[config.mk]
export PLATFORM = sky130hd
export DESIGN_NAME = psw_power_ctrl
export DESIGN_NICKNAME = d
export VERILOG_FILES = /design/src/shared/psw_pkg.sv /design/src/core/psw_power_ctrl.sv /design/src/core/psw_wake_pulse.sv
export SDC_FILE = /design/constraint.sdc
export NUM_CORES = 1
export LEC_CHECK = 0
export ABC_AREA = 1
export BUFFER_PORTS_ARGS = -buffer_cell sky130_fd_sc_hd__buf_2
export CAP_MARGIN = 10
export CORE_UTILIZATION = 51
export CTS_CLUSTER_SIZE = 10
export DETAILED_ROUTE_END_ITERATION = 10
export PLACE_DENSITY = 0.82
export SYNTH_ARGS = -nofsm -noshare
export SYNTH_HDL_FRONTEND = slang
export SYNTH_SLANG_ARGS = --single-unit
[constraint.sdc]
create_clock -name sys_clk -period 1.85 [get_ports sys_clk]
set_clock_uncertainty 0.15 [all_clocks]
set_input_delay 0.2775 -clock sys_clk [delete_from_list [all_inputs] [get_ports sys_clk]]
set_output_delay 0.2775 -clock sys_clk [all_outputs]
set_load 0.005 [all_outputs]
[src/shared/psw_pkg.sv]
package psw_pkg;

	// Byte offsets of the word registers on the bus.
	localparam logic [7:0] PSW_OFS_CTRL = 8'h00;
	localparam logic [7:0] PSW_OFS_INTERRUPT_STATUS_REG = 8'h04;
	localparam logic [7:0] PSW_OFS_INT_EN = 8'h08;
	localparam logic [7:0] PSW_OFS_WAKE = 8'h0C;
	localparam logic [7:0] PSW_OFS_SCRATCH = 8'h10;

	// Field positions inside the control register.
	localparam int PSW_POS_MODE = 0;
	localparam int PSW_POS_READY = 2;
	localparam int PSW_POS_WAKE_FRAME_DETECT_ENABLE = 3;
	localparam int PSW_POS_ENERGY_DETECT_ENABLE = 4;
	localparam int PSW_POS_PME_EN = 5;
	localparam int PSW_POS_PULSE = 6;
	localparam int PSW_POS_WAKE_SOURCE_STATUS = 8;
	// Field position of the wake flag in the status and enable registers.
	localparam int PSW_POS_PME_INT = 0;

	// Power state select encodings.
	localparam logic [1:0] PSW_MODE_D0 = 2'h0;
	localparam logic [1:0] PSW_MODE_D1 = 2'h1;
	localparam logic [1:0] PSW_MODE_D2 = 2'h2;

	// Wake source status encodings.
	localparam logic [1:0] PSW_WAKE_SOURCE_STATUS_NONE = 2'h0;
	localparam logic [1:0] PSW_WAKE_SOURCE_STATUS_ENERGY = 2'h1;
	localparam logic [1:0] PSW_WAKE_SOURCE_STATUS_FRAME = 2'h2;

	// Only whole-word transfers are decoded.
	localparam logic [2:0] PSW_HSIZE_WORD = 3'h2;

	// Fixed test pattern returned by the wake register; the value is arbitrary.
	localparam logic [31:0] PSW_WAKE_PATTERN = 32'h5A5AC3C3;

	// Timing, from the figures in milliseconds and the clock rate.
	localparam int PSW_CLK_KHZ = 100000;
	localparam int PSW_WAKE_PULSE_MS = 50;
	localparam int PSW_READY_MAX_MS = 2;
	localparam int PSW_WAKE_PULSE_CYCLES = PSW_WAKE_PULSE_MS * PSW_CLK_KHZ;
	localparam int PSW_READY_CYCLES = PSW_READY_MAX_MS * PSW_CLK_KHZ;

	// Power states of the sequencer.
	typedef enum logic [1:0] {PSW_D0, PSW_D1, PSW_D2, PSW_WAKING} psw_state_t;

	// Software-visible control fields.
	typedef struct packed {
		logic [1:0] wake_source_status;
		logic wake_output_pulse_select;
		logic wake_output_enable;
		logic energy_detect_enable;
		logic wake_frame_detect_enable;
		logic [1:0] power_state_select;
	} psw_ctrl_t;

	localparam psw_ctrl_t PSW_CTRL_RESET = '0;

	// Clock and power enables handed to the gated blocks.
	typedef struct packed {
		logic mac_clk_en;
		logic host_if_clk_en;
		logic int_clk_en;
		logic rx_pm_en;
		logic phy_energy_powerdown;
	} psw_gate_t;

	localparam psw_gate_t PSW_GATE_RESET = 5'h1E;

endpackage

[src/core/psw_power_ctrl.sv]
`timescale 1ns/1ns
module psw_power_ctrl
	import psw_pkg::*;
#(
	parameter int PULSE_CYCLES = PSW_WAKE_PULSE_CYCLES,
	parameter int READY_CYCLES = PSW_READY_CYCLES
)
(
	input wire logic sys_clk,
	input wire logic reset_n,
	input wire logic hsel,
	input wire logic [31:0] haddr,
	input wire logic [1:0] htrans,
	input wire logic hwrite,
	input wire logic [2:0] hsize,
	input wire logic [31:0] hwdata,
	input wire logic hready,
	output logic hreadyout,
	output logic hresp,
	output logic [31:0] hrdata,
	input wire logic wake_frame_hit,
	input wire logic carrier_detect,
	output psw_gate_t clk_gates,
	output logic wake_frame_detect_armed,
	output logic ready,
	output logic host_irq,
	output logic wake_event_out
);

	localparam int RW = $clog2(READY_CYCLES + 1);

	logic carrier_meta;
	logic carrier_sync;
	psw_state_t state;
	psw_state_t next_state;
	psw_ctrl_t ctrl;
	logic pme_int;
	logic pme_int_en;
	logic [31:0] scratch;
	logic read_seen;
	logic [RW-1:0] ready_cnt;
	logic dp_valid;
	logic dp_write;
	logic [7:0] dp_addr;
	logic ap_valid;
	logic write_ok;
	logic wake_write;
	logic ctrl_write;
	logic sts_write;
	logic en_write;
	logic det_frame;
	logic det_energy;
	logic pme_line;
	logic [31:0] next_rdata;

	// Decodes one register offset, used by both the read and the write paths.
	function automatic logic hit(input logic [7:0] addr, input logic [7:0] ofs);
		hit = (addr == ofs);
	endfunction

	// Enables for each power state; the waking state powers everything back up.
	function automatic psw_gate_t gates_for(input psw_state_t s);
		psw_gate_t g;
		g = PSW_GATE_RESET;
		case (s)
			PSW_D1: g = '{mac_clk_en: 1'b0, host_if_clk_en: 1'b0, int_clk_en: 1'b1,
				rx_pm_en: 1'b1, phy_energy_powerdown: 1'b0};
			PSW_D2: g = '{mac_clk_en: 1'b0, host_if_clk_en: 1'b0, int_clk_en: 1'b0,
				rx_pm_en: 1'b0, phy_energy_powerdown: 1'b1};
			default: g = PSW_GATE_RESET;
		endcase
		gates_for = g;
	endfunction

	// The carrier comes straight from the PHY pin, so it is synchronised first.
	always_ff @(posedge sys_clk or negedge reset_n)
	begin
		if (!reset_n)
		begin
			carrier_meta <= 1'b0;
			carrier_sync <= 1'b0;
		end
		else
		begin
			carrier_meta <= carrier_detect;
			carrier_sync <= carrier_meta;
		end
	end

	// The slave never inserts wait states and always answers OKAY.
	assign hreadyout = 1'b1;
	assign hresp = 1'b0;
	assign ap_valid = hsel && htrans[1] && hready && (hsize == PSW_HSIZE_WORD);

	// Address phase capture for the following data phase.
	always_ff @(posedge sys_clk or negedge reset_n)
	begin
		if (!reset_n)
		begin
			dp_valid <= 1'b0;
			dp_write <= 1'b0;
			dp_addr <= 8'h00;
		end
		else if (hready)
		begin
			dp_valid <= ap_valid;
			dp_write <= ap_valid && hwrite;
			dp_addr <= haddr[7:0];
		end
	end

	// Writes need a prior read; while not ready only the wake write gets through.
	assign write_ok = dp_valid && dp_write && read_seen
		&& (ready || hit(dp_addr, PSW_OFS_WAKE));
	assign wake_write = write_ok && hit(dp_addr, PSW_OFS_WAKE)
		&& ((state == PSW_D1) || (state == PSW_D2));
	assign ctrl_write = write_ok && ready && hit(dp_addr, PSW_OFS_CTRL);
	assign sts_write = write_ok && ready && hit(dp_addr, PSW_OFS_INTERRUPT_STATUS_REG);
	assign en_write = write_ok && ready && hit(dp_addr, PSW_OFS_INT_EN);

	// A read arms writes; a return from sleep disarms them, and a read wins a tie.
	always_ff @(posedge sys_clk or negedge reset_n)
	begin
		if (!reset_n)
			read_seen <= 1'b0;
		else if (ap_valid && !hwrite)
			read_seen <= 1'b1;
		else if (wake_write)
			read_seen <= 1'b0;
	end

	// Power state sequencing; a reserved select value leaves the state alone.
	always_comb
	begin
		next_state = state;
		case (state)
			PSW_D0:
			begin
				if (ctrl_write && (hwdata[PSW_POS_MODE +: 2] == PSW_MODE_D1))
					next_state = PSW_D1;
				else if (ctrl_write && (hwdata[PSW_POS_MODE +: 2] == PSW_MODE_D2))
					next_state = PSW_D2;
			end
			PSW_D1, PSW_D2:
			begin
				if (wake_write)
					next_state = PSW_WAKING;
			end
			PSW_WAKING:
			begin
				if (ready_cnt == RW'(READY_CYCLES - 1))
					next_state = PSW_D0;
			end
			default: next_state = PSW_D0;
		endcase
	end

	// State, ready and the gate enables all follow the next state together.
	always_ff @(posedge sys_clk or negedge reset_n)
	begin
		if (!reset_n)
		begin
			state <= PSW_D0;
			ready <= 1'b1;
			clk_gates <= PSW_GATE_RESET;
		end
		else
		begin
			state <= next_state;
			ready <= (next_state == PSW_D0);
			clk_gates <= gates_for(next_state);
		end
	end

	// Resume timer; counts only while waking so ready returns on a fixed bound.
	always_ff @(posedge sys_clk or negedge reset_n)
	begin
		if (!reset_n)
			ready_cnt <= '0;
		else if (state == PSW_WAKING)
			ready_cnt <= ready_cnt + RW'(1);
		else
			ready_cnt <= '0;
	end

	// Detection is armed by the sleep state itself, with no enable write.
	assign wake_frame_detect_armed = (state == PSW_D1);
	assign det_frame = (state == PSW_D1) && wake_frame_hit;
	// A level test on the carrier catches one already present at entry.
	assign det_energy = (state == PSW_D2) && carrier_sync;

	// Control fields; detection beats a software clear of the source field.
	always_ff @(posedge sys_clk or negedge reset_n)
	begin
		if (!reset_n)
			ctrl <= PSW_CTRL_RESET;
		else
		begin
			if (wake_write)
				ctrl.power_state_select <= PSW_MODE_D0;
			else if (ctrl_write && (hwdata[PSW_POS_MODE +: 2] != 2'h3))
				ctrl.power_state_select <= hwdata[PSW_POS_MODE +: 2];
			if (ctrl_write)
			begin
				ctrl.wake_frame_detect_enable <= hwdata[PSW_POS_WAKE_FRAME_DETECT_ENABLE];
				ctrl.energy_detect_enable <= hwdata[PSW_POS_ENERGY_DETECT_ENABLE];
				ctrl.wake_output_enable <= hwdata[PSW_POS_PME_EN];
				ctrl.wake_output_pulse_select <= hwdata[PSW_POS_PULSE];
			end
			if (det_frame)
				ctrl.wake_source_status <= PSW_WAKE_SOURCE_STATUS_FRAME;
			else if (det_energy)
				ctrl.wake_source_status <= PSW_WAKE_SOURCE_STATUS_ENERGY;
			else if (ctrl_write)
				ctrl.wake_source_status <= ctrl.wake_source_status
					& ~hwdata[PSW_POS_WAKE_SOURCE_STATUS +: 2];
		end
	end

	// Internal wake cause: a recorded source whose detect enable is still on.
	assign pme_line = (ctrl.wake_source_status[1] && ctrl.wake_frame_detect_enable)
		|| (ctrl.wake_source_status[0] && ctrl.energy_detect_enable);

	// Wake flag; the cause holds it, so a write of one only clears it afterwards.
	always_ff @(posedge sys_clk or negedge reset_n)
	begin
		if (!reset_n)
			pme_int <= 1'b0;
		else if (pme_line)
			pme_int <= 1'b1;
		else if (sts_write && hwdata[PSW_POS_PME_INT])
			pme_int <= 1'b0;
	end

	// Interrupt enable and the general scratch word.
	always_ff @(posedge sys_clk or negedge reset_n)
	begin
		if (!reset_n)
		begin
			pme_int_en <= 1'b0;
			scratch <= 32'h00000000;
		end
		else
		begin
			if (en_write)
				pme_int_en <= hwdata[PSW_POS_PME_INT];
			if (write_ok && ready && hit(dp_addr, PSW_OFS_SCRATCH))
				scratch <= hwdata;
		end
	end

	// The host interrupt ignores the external output and its enable.
	assign host_irq = pme_int && pme_int_en;

	// External wake output in pulsed or static form.
	psw_wake_pulse #(
		.PULSE_CYCLES(PULSE_CYCLES)
	) u_wake_pulse (
		.sys_clk(sys_clk),
		.reset_n(reset_n),
		.request(pme_line && ctrl.wake_output_enable),
		.pulse_mode(ctrl.wake_output_pulse_select),
		.wake_out(wake_event_out)
	);

	// Read mux; when not ready everything but the control register reads zero.
	always_comb
	begin
		next_rdata = 32'h00000000;
		if (hit(haddr[7:0], PSW_OFS_CTRL))
		begin
			next_rdata[PSW_POS_MODE +: 2] = ctrl.power_state_select;
			next_rdata[PSW_POS_READY] = ready;
			next_rdata[PSW_POS_WAKE_FRAME_DETECT_ENABLE] = ctrl.wake_frame_detect_enable;
			next_rdata[PSW_POS_ENERGY_DETECT_ENABLE] = ctrl.energy_detect_enable;
			next_rdata[PSW_POS_PME_EN] = ctrl.wake_output_enable;
			next_rdata[PSW_POS_PULSE] = ctrl.wake_output_pulse_select;
			next_rdata[PSW_POS_WAKE_SOURCE_STATUS +: 2] = ctrl.wake_source_status;
		end
		else if (ready && hit(haddr[7:0], PSW_OFS_INTERRUPT_STATUS_REG))
			next_rdata[PSW_POS_PME_INT] = pme_int;
		else if (ready && hit(haddr[7:0], PSW_OFS_INT_EN))
			next_rdata[PSW_POS_PME_INT] = pme_int_en;
		else if (ready && hit(haddr[7:0], PSW_OFS_WAKE))
			next_rdata = PSW_WAKE_PATTERN;
		else if (ready && hit(haddr[7:0], PSW_OFS_SCRATCH))
			next_rdata = scratch;
	end

	// Read data is sampled at the address phase, so it stands for the data phase.
	always_ff @(posedge sys_clk or negedge reset_n)
	begin
		if (!reset_n)
			hrdata <= 32'h00000000;
		else if (ap_valid && !hwrite)
			hrdata <= next_rdata;
	end
endmodule // psw_power_ctrl

[src/core/psw_wake_pulse.sv]
`timescale 1ns/1ns
module psw_wake_pulse
	import psw_pkg::*;
#(
	parameter int PULSE_CYCLES = PSW_WAKE_PULSE_CYCLES
)
(
	input wire logic sys_clk,
	input wire logic reset_n,
	input wire logic request,
	input wire logic pulse_mode,
	output logic wake_out
);

	localparam int CW = $clog2(PULSE_CYCLES + 1);

	logic request_d;
	logic [CW-1:0] cnt;
	logic [CW-1:0] next_cnt;
	logic next_out;

	// The pulse is timed from the rising edge of the request only.
	always_comb
	begin
		next_cnt = cnt;
		if (!request)
			next_cnt = '0;
		else if (!request_d && pulse_mode)
			next_cnt = CW'(PULSE_CYCLES);
		else if (cnt != '0)
			next_cnt = cnt - CW'(1);
		// Dropping the request ends either form at once.
		next_out = request && (pulse_mode ? (next_cnt != '0) : 1'b1);
	end

	// Edge memory of the request.
	always_ff @(posedge sys_clk or negedge reset_n)
	begin
		if (!reset_n)
			request_d <= 1'b0;
		else
			request_d <= request;
	end

	// Pulse counter and the registered output.
	always_ff @(posedge sys_clk or negedge reset_n)
	begin
		if (!reset_n)
		begin
			cnt <= '0;
			wake_out <= 1'b0;
		end
		else
		begin
			cnt <= next_cnt;
			wake_out <= next_out;
		end
	end
endmodule // psw_wake_pulse

==> results, run 1 <==
- In the synthesized netlist, the number of instances is 803.
- Once the floorplan was initialized, standard cells occupied 52.2% of the core.
- The last weighted congestion value of the routability-driven placer is 0.866.
- The number of distinct library cells after synthesis is 46.
- The post-synthesis cell area is 6590 um^2.
- The async set-or-reset flop fraction in the synthesized netlist is 100%.
- The cell chosen for the clock root is clkbuf_16.
- In this run the number of H-tree levels came out at 4.
- The run stopped with a tool error.
- The count of clock tree sinks is 136.
- The worst setup slack before clock tree synthesis is -0.343 ns.
- The pin count of the biggest net entering global routing is 41.
- The count of flip-flops with a built-in enable after synthesis is 0.
- No sink is reached through more buffers than the 2 on the longest clock path.
- The predominant post-synthesis flop cell is dfrtp_1.
- The sum of overflow across all layers after global routing is 191.
- The last stage reached is global routing.
- The floorplan die height is 116 um.
- The number of nets in the synthesized netlist is 889.
- The quantity of I/O buffers inserted on ports is 91.
- The post-synthesis average cell area is 8.21 um^2.
- The overall fraction of global-route tracks in use is 74.6%.
- Sequential cells were found to cover 51.7% of the synthesized design area.
- The synthesized design contains 136 register bits.
- The count of synthesis-stage warnings from yosys is 0.
- In this run the count of I/O pins placed on the die edge is 119.
- The floorplan die width is 116 um.
- The tool reported: "[ERROR GRT-0232] Routing congestion too high. Check the congestion heatmap in the GUI".
- Once detailed placement completed, the half-perimeter wirelength came to 12000 um.
- The worst endpoint type is a register data pin.
- The end pin of the worst setup path after global-route repair is u_wake_pulse.wake_out$_DFF_PN0_/D.
- The number of buffers created by CTS is 17.
- Row generation in the floorplan step produced 41 rows.
[layer usage]
metal  overflow  GRT usage, %
met3          4          58.8
met1          0          71.0
met4         76          81.3
met5          0          13.7
met2        111          94.3
[synthesized netlist by cell type (all sizes together), types with 2 or more instances]
| master | number | area share [%] |
|---|---|---|
| nor4 | 6 | 0.76 |
| nand3b | 2 | 0.23 |
| dfstp | 3 | 1.2 |
| nand4 | 10 | 0.95 |
| buf | 9 | 1.0 |
| nor2 | 108 | 6.9 |
| o21ai | 52 | 3.9 |
| o211ai | 2 | 0.23 |
| nor3 | 22 | 2.0 |
| mux2 | 6 | 1.0 |
| a2bb2oi | 3 | 0.40 |
| and3 | 2 | 0.27 |
| o21a | 4 | 0.46 |
| nand3 | 43 | 3.7 |
| a21boi | 2 | 0.23 |
| xor2 | 5 | 0.66 |
| inv | 126 | 7.2 |
| xnor2 | 3 | 0.40 |
| conb | 2 | 0.11 |
| a21oi | 50 | 4.0 |
| ha | 10 | 1.9 |
| nand2 | 177 | 10 |
| dfrtp | 133 | 50 |
| clkbuf | 14 | 0.80 |
[timing repair]
action                     in CTS
setup buffers                  14
hold buffers                   40
hold endpoints to repair      155
gates cloned                    8
setup endpoints to repair      84
pin swaps                      41
gates resized for setup       151
[logic make-up after synthesis]
group	after synthesis	share of synthesized area (%)
adder cells (fa/ha/maj)	10	1.90
multiplexers	6	1.02
flip-flops	136	51.7
buffers and inverters	150	9.05
XOR/XNOR	8	1.06
other	2	0.114
AND/OR/NAND/NOR	370	25.0
AO/OA/AOI/OAI	121	10.1
[stage by stage]
| stage | cell area [um^2] | instances |
|---|---|---|
| floorplan | 6610 | 803 |
| global placement | 8110 | 1161 |
| detailed placement | 8110 | 1161 |
| CTS | 9940 | 1253 |
==> run 2, diff against run 1 <==
Settings changed: CORE_UTILIZATION 51 to 38, CTS_CLUSTER_SIZE 10 to unset, PLACE_DENSITY 0.82 to unset, PLACE_DENSITY_LB_ADDON set to 0.15.
Clock period 1.85 ns to 2.4 ns, I/O delays scaled along.
==> run 2 against run 1 <==
The flow now finishes without violations. Area after synthesis stayed put. Synthesized cell count stayed put.
==> results, run 2 <==
- The run finished with clean final reports.
- The post-synthesis average cell area was 8.21 um^2 (unchanged).
- The detailed placer's ending HPWL was 11200 um (-6.6%).
- Setup repair after global routing left no endpoint under its margin.
- The capturing point of the worst reg2reg path is clk_gates[3].
- The sequential-to-total area share from yosys stat is 51.7% (unchanged).
- 0 antenna diodes ended up in the layout.
- The largest registers in the layout are hrdata: 32 flops, scratch: 32 flops, u_wake_pulse.cnt: 23 flops.
- In the layout the commonest cells are nand2_1, dfrtp_1, inv_1, nor2_1, buf_2.
- The clock period minus worst slack is 2.18 ns.
- The post-synthesis cell area is 6590 um^2 (unchanged).
- In the final layout, the share of cells above drive strength 1 is 21.7%.
- The total count of max-transition violations in the final report is 0.
- The top-area cell type share of the netlist area is 50.5% (unchanged).
- The number of top-level pins is 119 (unchanged).
- The part of the total power dissipated in combinational logic is 22.9%.
- The count of clock tree sinks is 136 (unchanged).
- Using the TritonRoute via totals, the vias-per-cell ratio works out to 4.68.
- The count of synthesis-stage warnings from yosys came to 0 (unchanged).
- The total via count in the routed design is 5430.
- The path type of the worst setup path is flop to flop.
- For this block, the routed nets add up to 15500 um of wire.
- The proportion of total power due to net switching is 30.6%.
- Ranked by instance count, the synthesized netlist is headed by nand2_1, dfrtp_1, inv_1, nor2_1, o21ai_0.
- The async set-or-reset flop fraction in the synthesized netlist came to 100% (unchanged).
- After detailed routing, the average wire length per cell comes to 13.4 um.
- The number of distinct library cells after synthesis is 46 (unchanged).
- The sequential fraction of design power is 37.8%.
- STA puts the critical path data required time at 2.59 ns.
- The floorplan die height is 134 um (+16%).
- The synthesized netlist net count was 889 (unchanged).
- The clock group share of total power is 39.3%.
- Global routing used 18.7% of the available tracks.
- The initial cell density of the core is 39.3% (-13 points).
- The final-stage net count is 1014.
- The row count is 47 (+15%).
- The first global-routing pass estimated 26300 um of wire.
- For this run, the top clock speed supported by timing is 459 MHz.
- The die covers 17900 um^2.
- The total power per unit cell area is 893 nW/um^2.
- The top fanout value on the critical path is 3.
- The tool flagged a number of max-cap violations equal to 0.
- Adding up every negative setup slack in the final design gives 0 ns.
- The internal power consumption is 0.00508 W.
- In this run the worst hold path is classified as primary input to flop.
- The CTS H-tree depth came to 4 (unchanged).
- The synthesized instance count is 803 (unchanged).
- The arrival time of data at the critical path endpoint is 2.37 ns.
- The post-detailed-route DRC marker count is 0.
- The sum of overflow across all layers after global routing is 0.
- Setup violations remaining at the end of the flow were counted as 0.
- The library cell used most frequently in the layout, excluding fill and tap cells, is nand2_1.
- The final count of hold timing violations is 0.
- The category of the worst setup path capture point is a flop.
- The endpoint of the worst hold path is ctrl[5].
- The tree is rooted in a clkbuf_16.
- In this run the most critical hold path is launched from hwdata[6].
- The initial antenna violation count is 0.
- The number of buffers created by CTS was 17 (unchanged).
- At the pin with the least slew margin, the transition time is 0.607 ns.
- After layout, the worst path uses 90.8% of the clock period.
- The count of cells along the worst hold path is 3.
- The via count of the first global-routing pass is 5304.
- The core region is 16800 um^2.
- The quantity of I/O buffers inserted on ports was 91 (unchanged).
- The most common cell in the synthesized netlist is nand2_1.
- The category of the worst setup path launch point is a flop.
- The worst voltage drop across the vdd grid is 709 uV.
- After clock tree synthesis, the clock-pin slew on the worst setup and hold paths is 0.06 ns.
- The dominant cell type by area after synthesis is dfrtp_1.
- The number of cells traversed by the worst register-to-register path is 12.
- The power spent charging and discharging nets is 0.00224 W.
- The post-synthesis register bit count is 136 (unchanged).
- The last weighted congestion value of the routability-driven placer is 0.816 (-5.8%).
- Sorting the synthesized cells by area gives the leading types as dfrtp_1, nand2_1, inv_1, nor2_1, o21ai_0.
- The number of routed nets with antenna violations is 0.
- The count of flip-flops with a built-in enable after synthesis is 0 (unchanged).
- The floorplan die width is 134 um (+16%).
- The number of iterations in the first detailed-routing pass is 7.
- The first routing iteration left 232 violations.
- TritonCTS built the clock tree.
- In this run the register-to-register setup slack is 0.22 ns.
- The reg-to-reg startpoint is ready_cnt[0].
- The later pin in the worst-skew pair is clocked with a latency of 0.42 ns.
- Hold is met by 0.0179 ns.
- The tightest slew margin relative to the limit is 59.5%.
- For this design the static power due to leakage is 4.22 nW.
- Relative to the synthesized area, the layout overhead comes to 24.4%.
- In the synthesized netlist the dominant register cell turns out to be dfrtp_1.
- The number of buffers on the longest clock path is 2 (unchanged).
- Entering global routing, the biggest net connects 63 pins.
## run 2: cell counts after synthesis
Identical to the previous run, type by type.
## run 2: worst max path at each step
| stage | start | endpoint | slack [ns] | cells past startpoint |
|---|---|---|---|---|
| after floorplan | state[0] | clk_gates[3] | 0.43 | 8 |
| after global placement | u_wake_pulse.cnt[18] | u_wake_pulse.wake_out | 0.17 | 12 |
| after detailed placement | ready_cnt[0] | clk_gates[3] | 0.16 | 12 |
| after CTS | ready_cnt[0] | clk_gates[3] | 0.14 | 12 |
| after global routing | dp_addr[5] | clk_gates[3] | 0.009 | 11 |
| final | ready_cnt[0] | clk_gates[3] | 0.22 | 12 |
## run 2: layout make-up
type / count / area (um^2)
flip-flops and latches: 136 / 3410
inverters: 127 / 477
clock buffers: 18 / 429
multi-input cells: 517 / 2600
clock inverters: 14 / 221
fillers: 1659 / 8560
repair buffers: 129 / 790
well taps: 220 / 275
## run 2: kinds of logic after synthesis
family / after synthesis / synth area share [%]
fa+ha+maj: 10 / 1.90
compound gates: 121 / 10.1
flops: 136 / 51.7
buf+inv: 150 / 9.05
other cells: 2 / 0.114
xor+xnor: 8 / 1.06
simple gates: 370 / 25.0
mux: 6 / 1.02
## run 2: power by group through the flow
stage	combinational, W	clock (W)	sequential [W]
after global placement	0.00167	0	0.00280
after global routing	0.00192	0.00304	0.00280
after floorplan	0.00110	0	0.00276
after detailed placement	0.00168	0	0.00280
final	0.00168	0.00288	0.00276
after CTS	0.00169	0.00294	0.00276
## run 2: critical path, cell delays in order, from the launching register on
cell and delay (ns):
dfrtp_1 0.38, ha_2 0.20, nand2_1 0.05, nor2_1 0.12, nand2_1 0.09, nor2_2 0.11
nand4_1 0.15, nand2_1 0.09, a21o_1 0.13, nor2_1 0.04, a31oi_1 0.19, inv_1 0.11
ha_1 0.28
## run 2: per-layer routing
| layer | vias to the layer above | share of wire [%] | global-route usage (%) |
|---|---|---|---|
| met3 | 11 | 3.0 | 4.57 |
| met1 | 2547 | 50 | 25.7 |
| met5 | - | 0 | 0 |
| met4 | 0 | 0.93 | 4.73 |
| li1 | 2795 | - | - |
| met2 | 77 | 46 | 29.6 |
## run 2: metrics by stage
stage	cell area, um^2	util (%)	power (W)	setup slack [ns]	std cells
floorplan	6590	-	0.00386	0.432	803
global placement	7490	44.7	0.00447	0.167	1123
detailed placement	7490	44.7	0.00449	0.165	1123
CTS	8160	48.7	0.00740	0.137	1157
global route	8200	48.9	0.00775	0.00892	1161
finish	8200	48.9	0.00732	0.221	1161
## run 2: repair_timing
action / 4_1_cts / 5_1_grt
resized for setup: 0 / 4
endpoints found under the setup margin: 0 / 4
setup buffers: 0 / 4
hold buffers: 2 / 0
endpoints found under the hold margin: 42 / 0
Power figures use the tool's default switching activity.
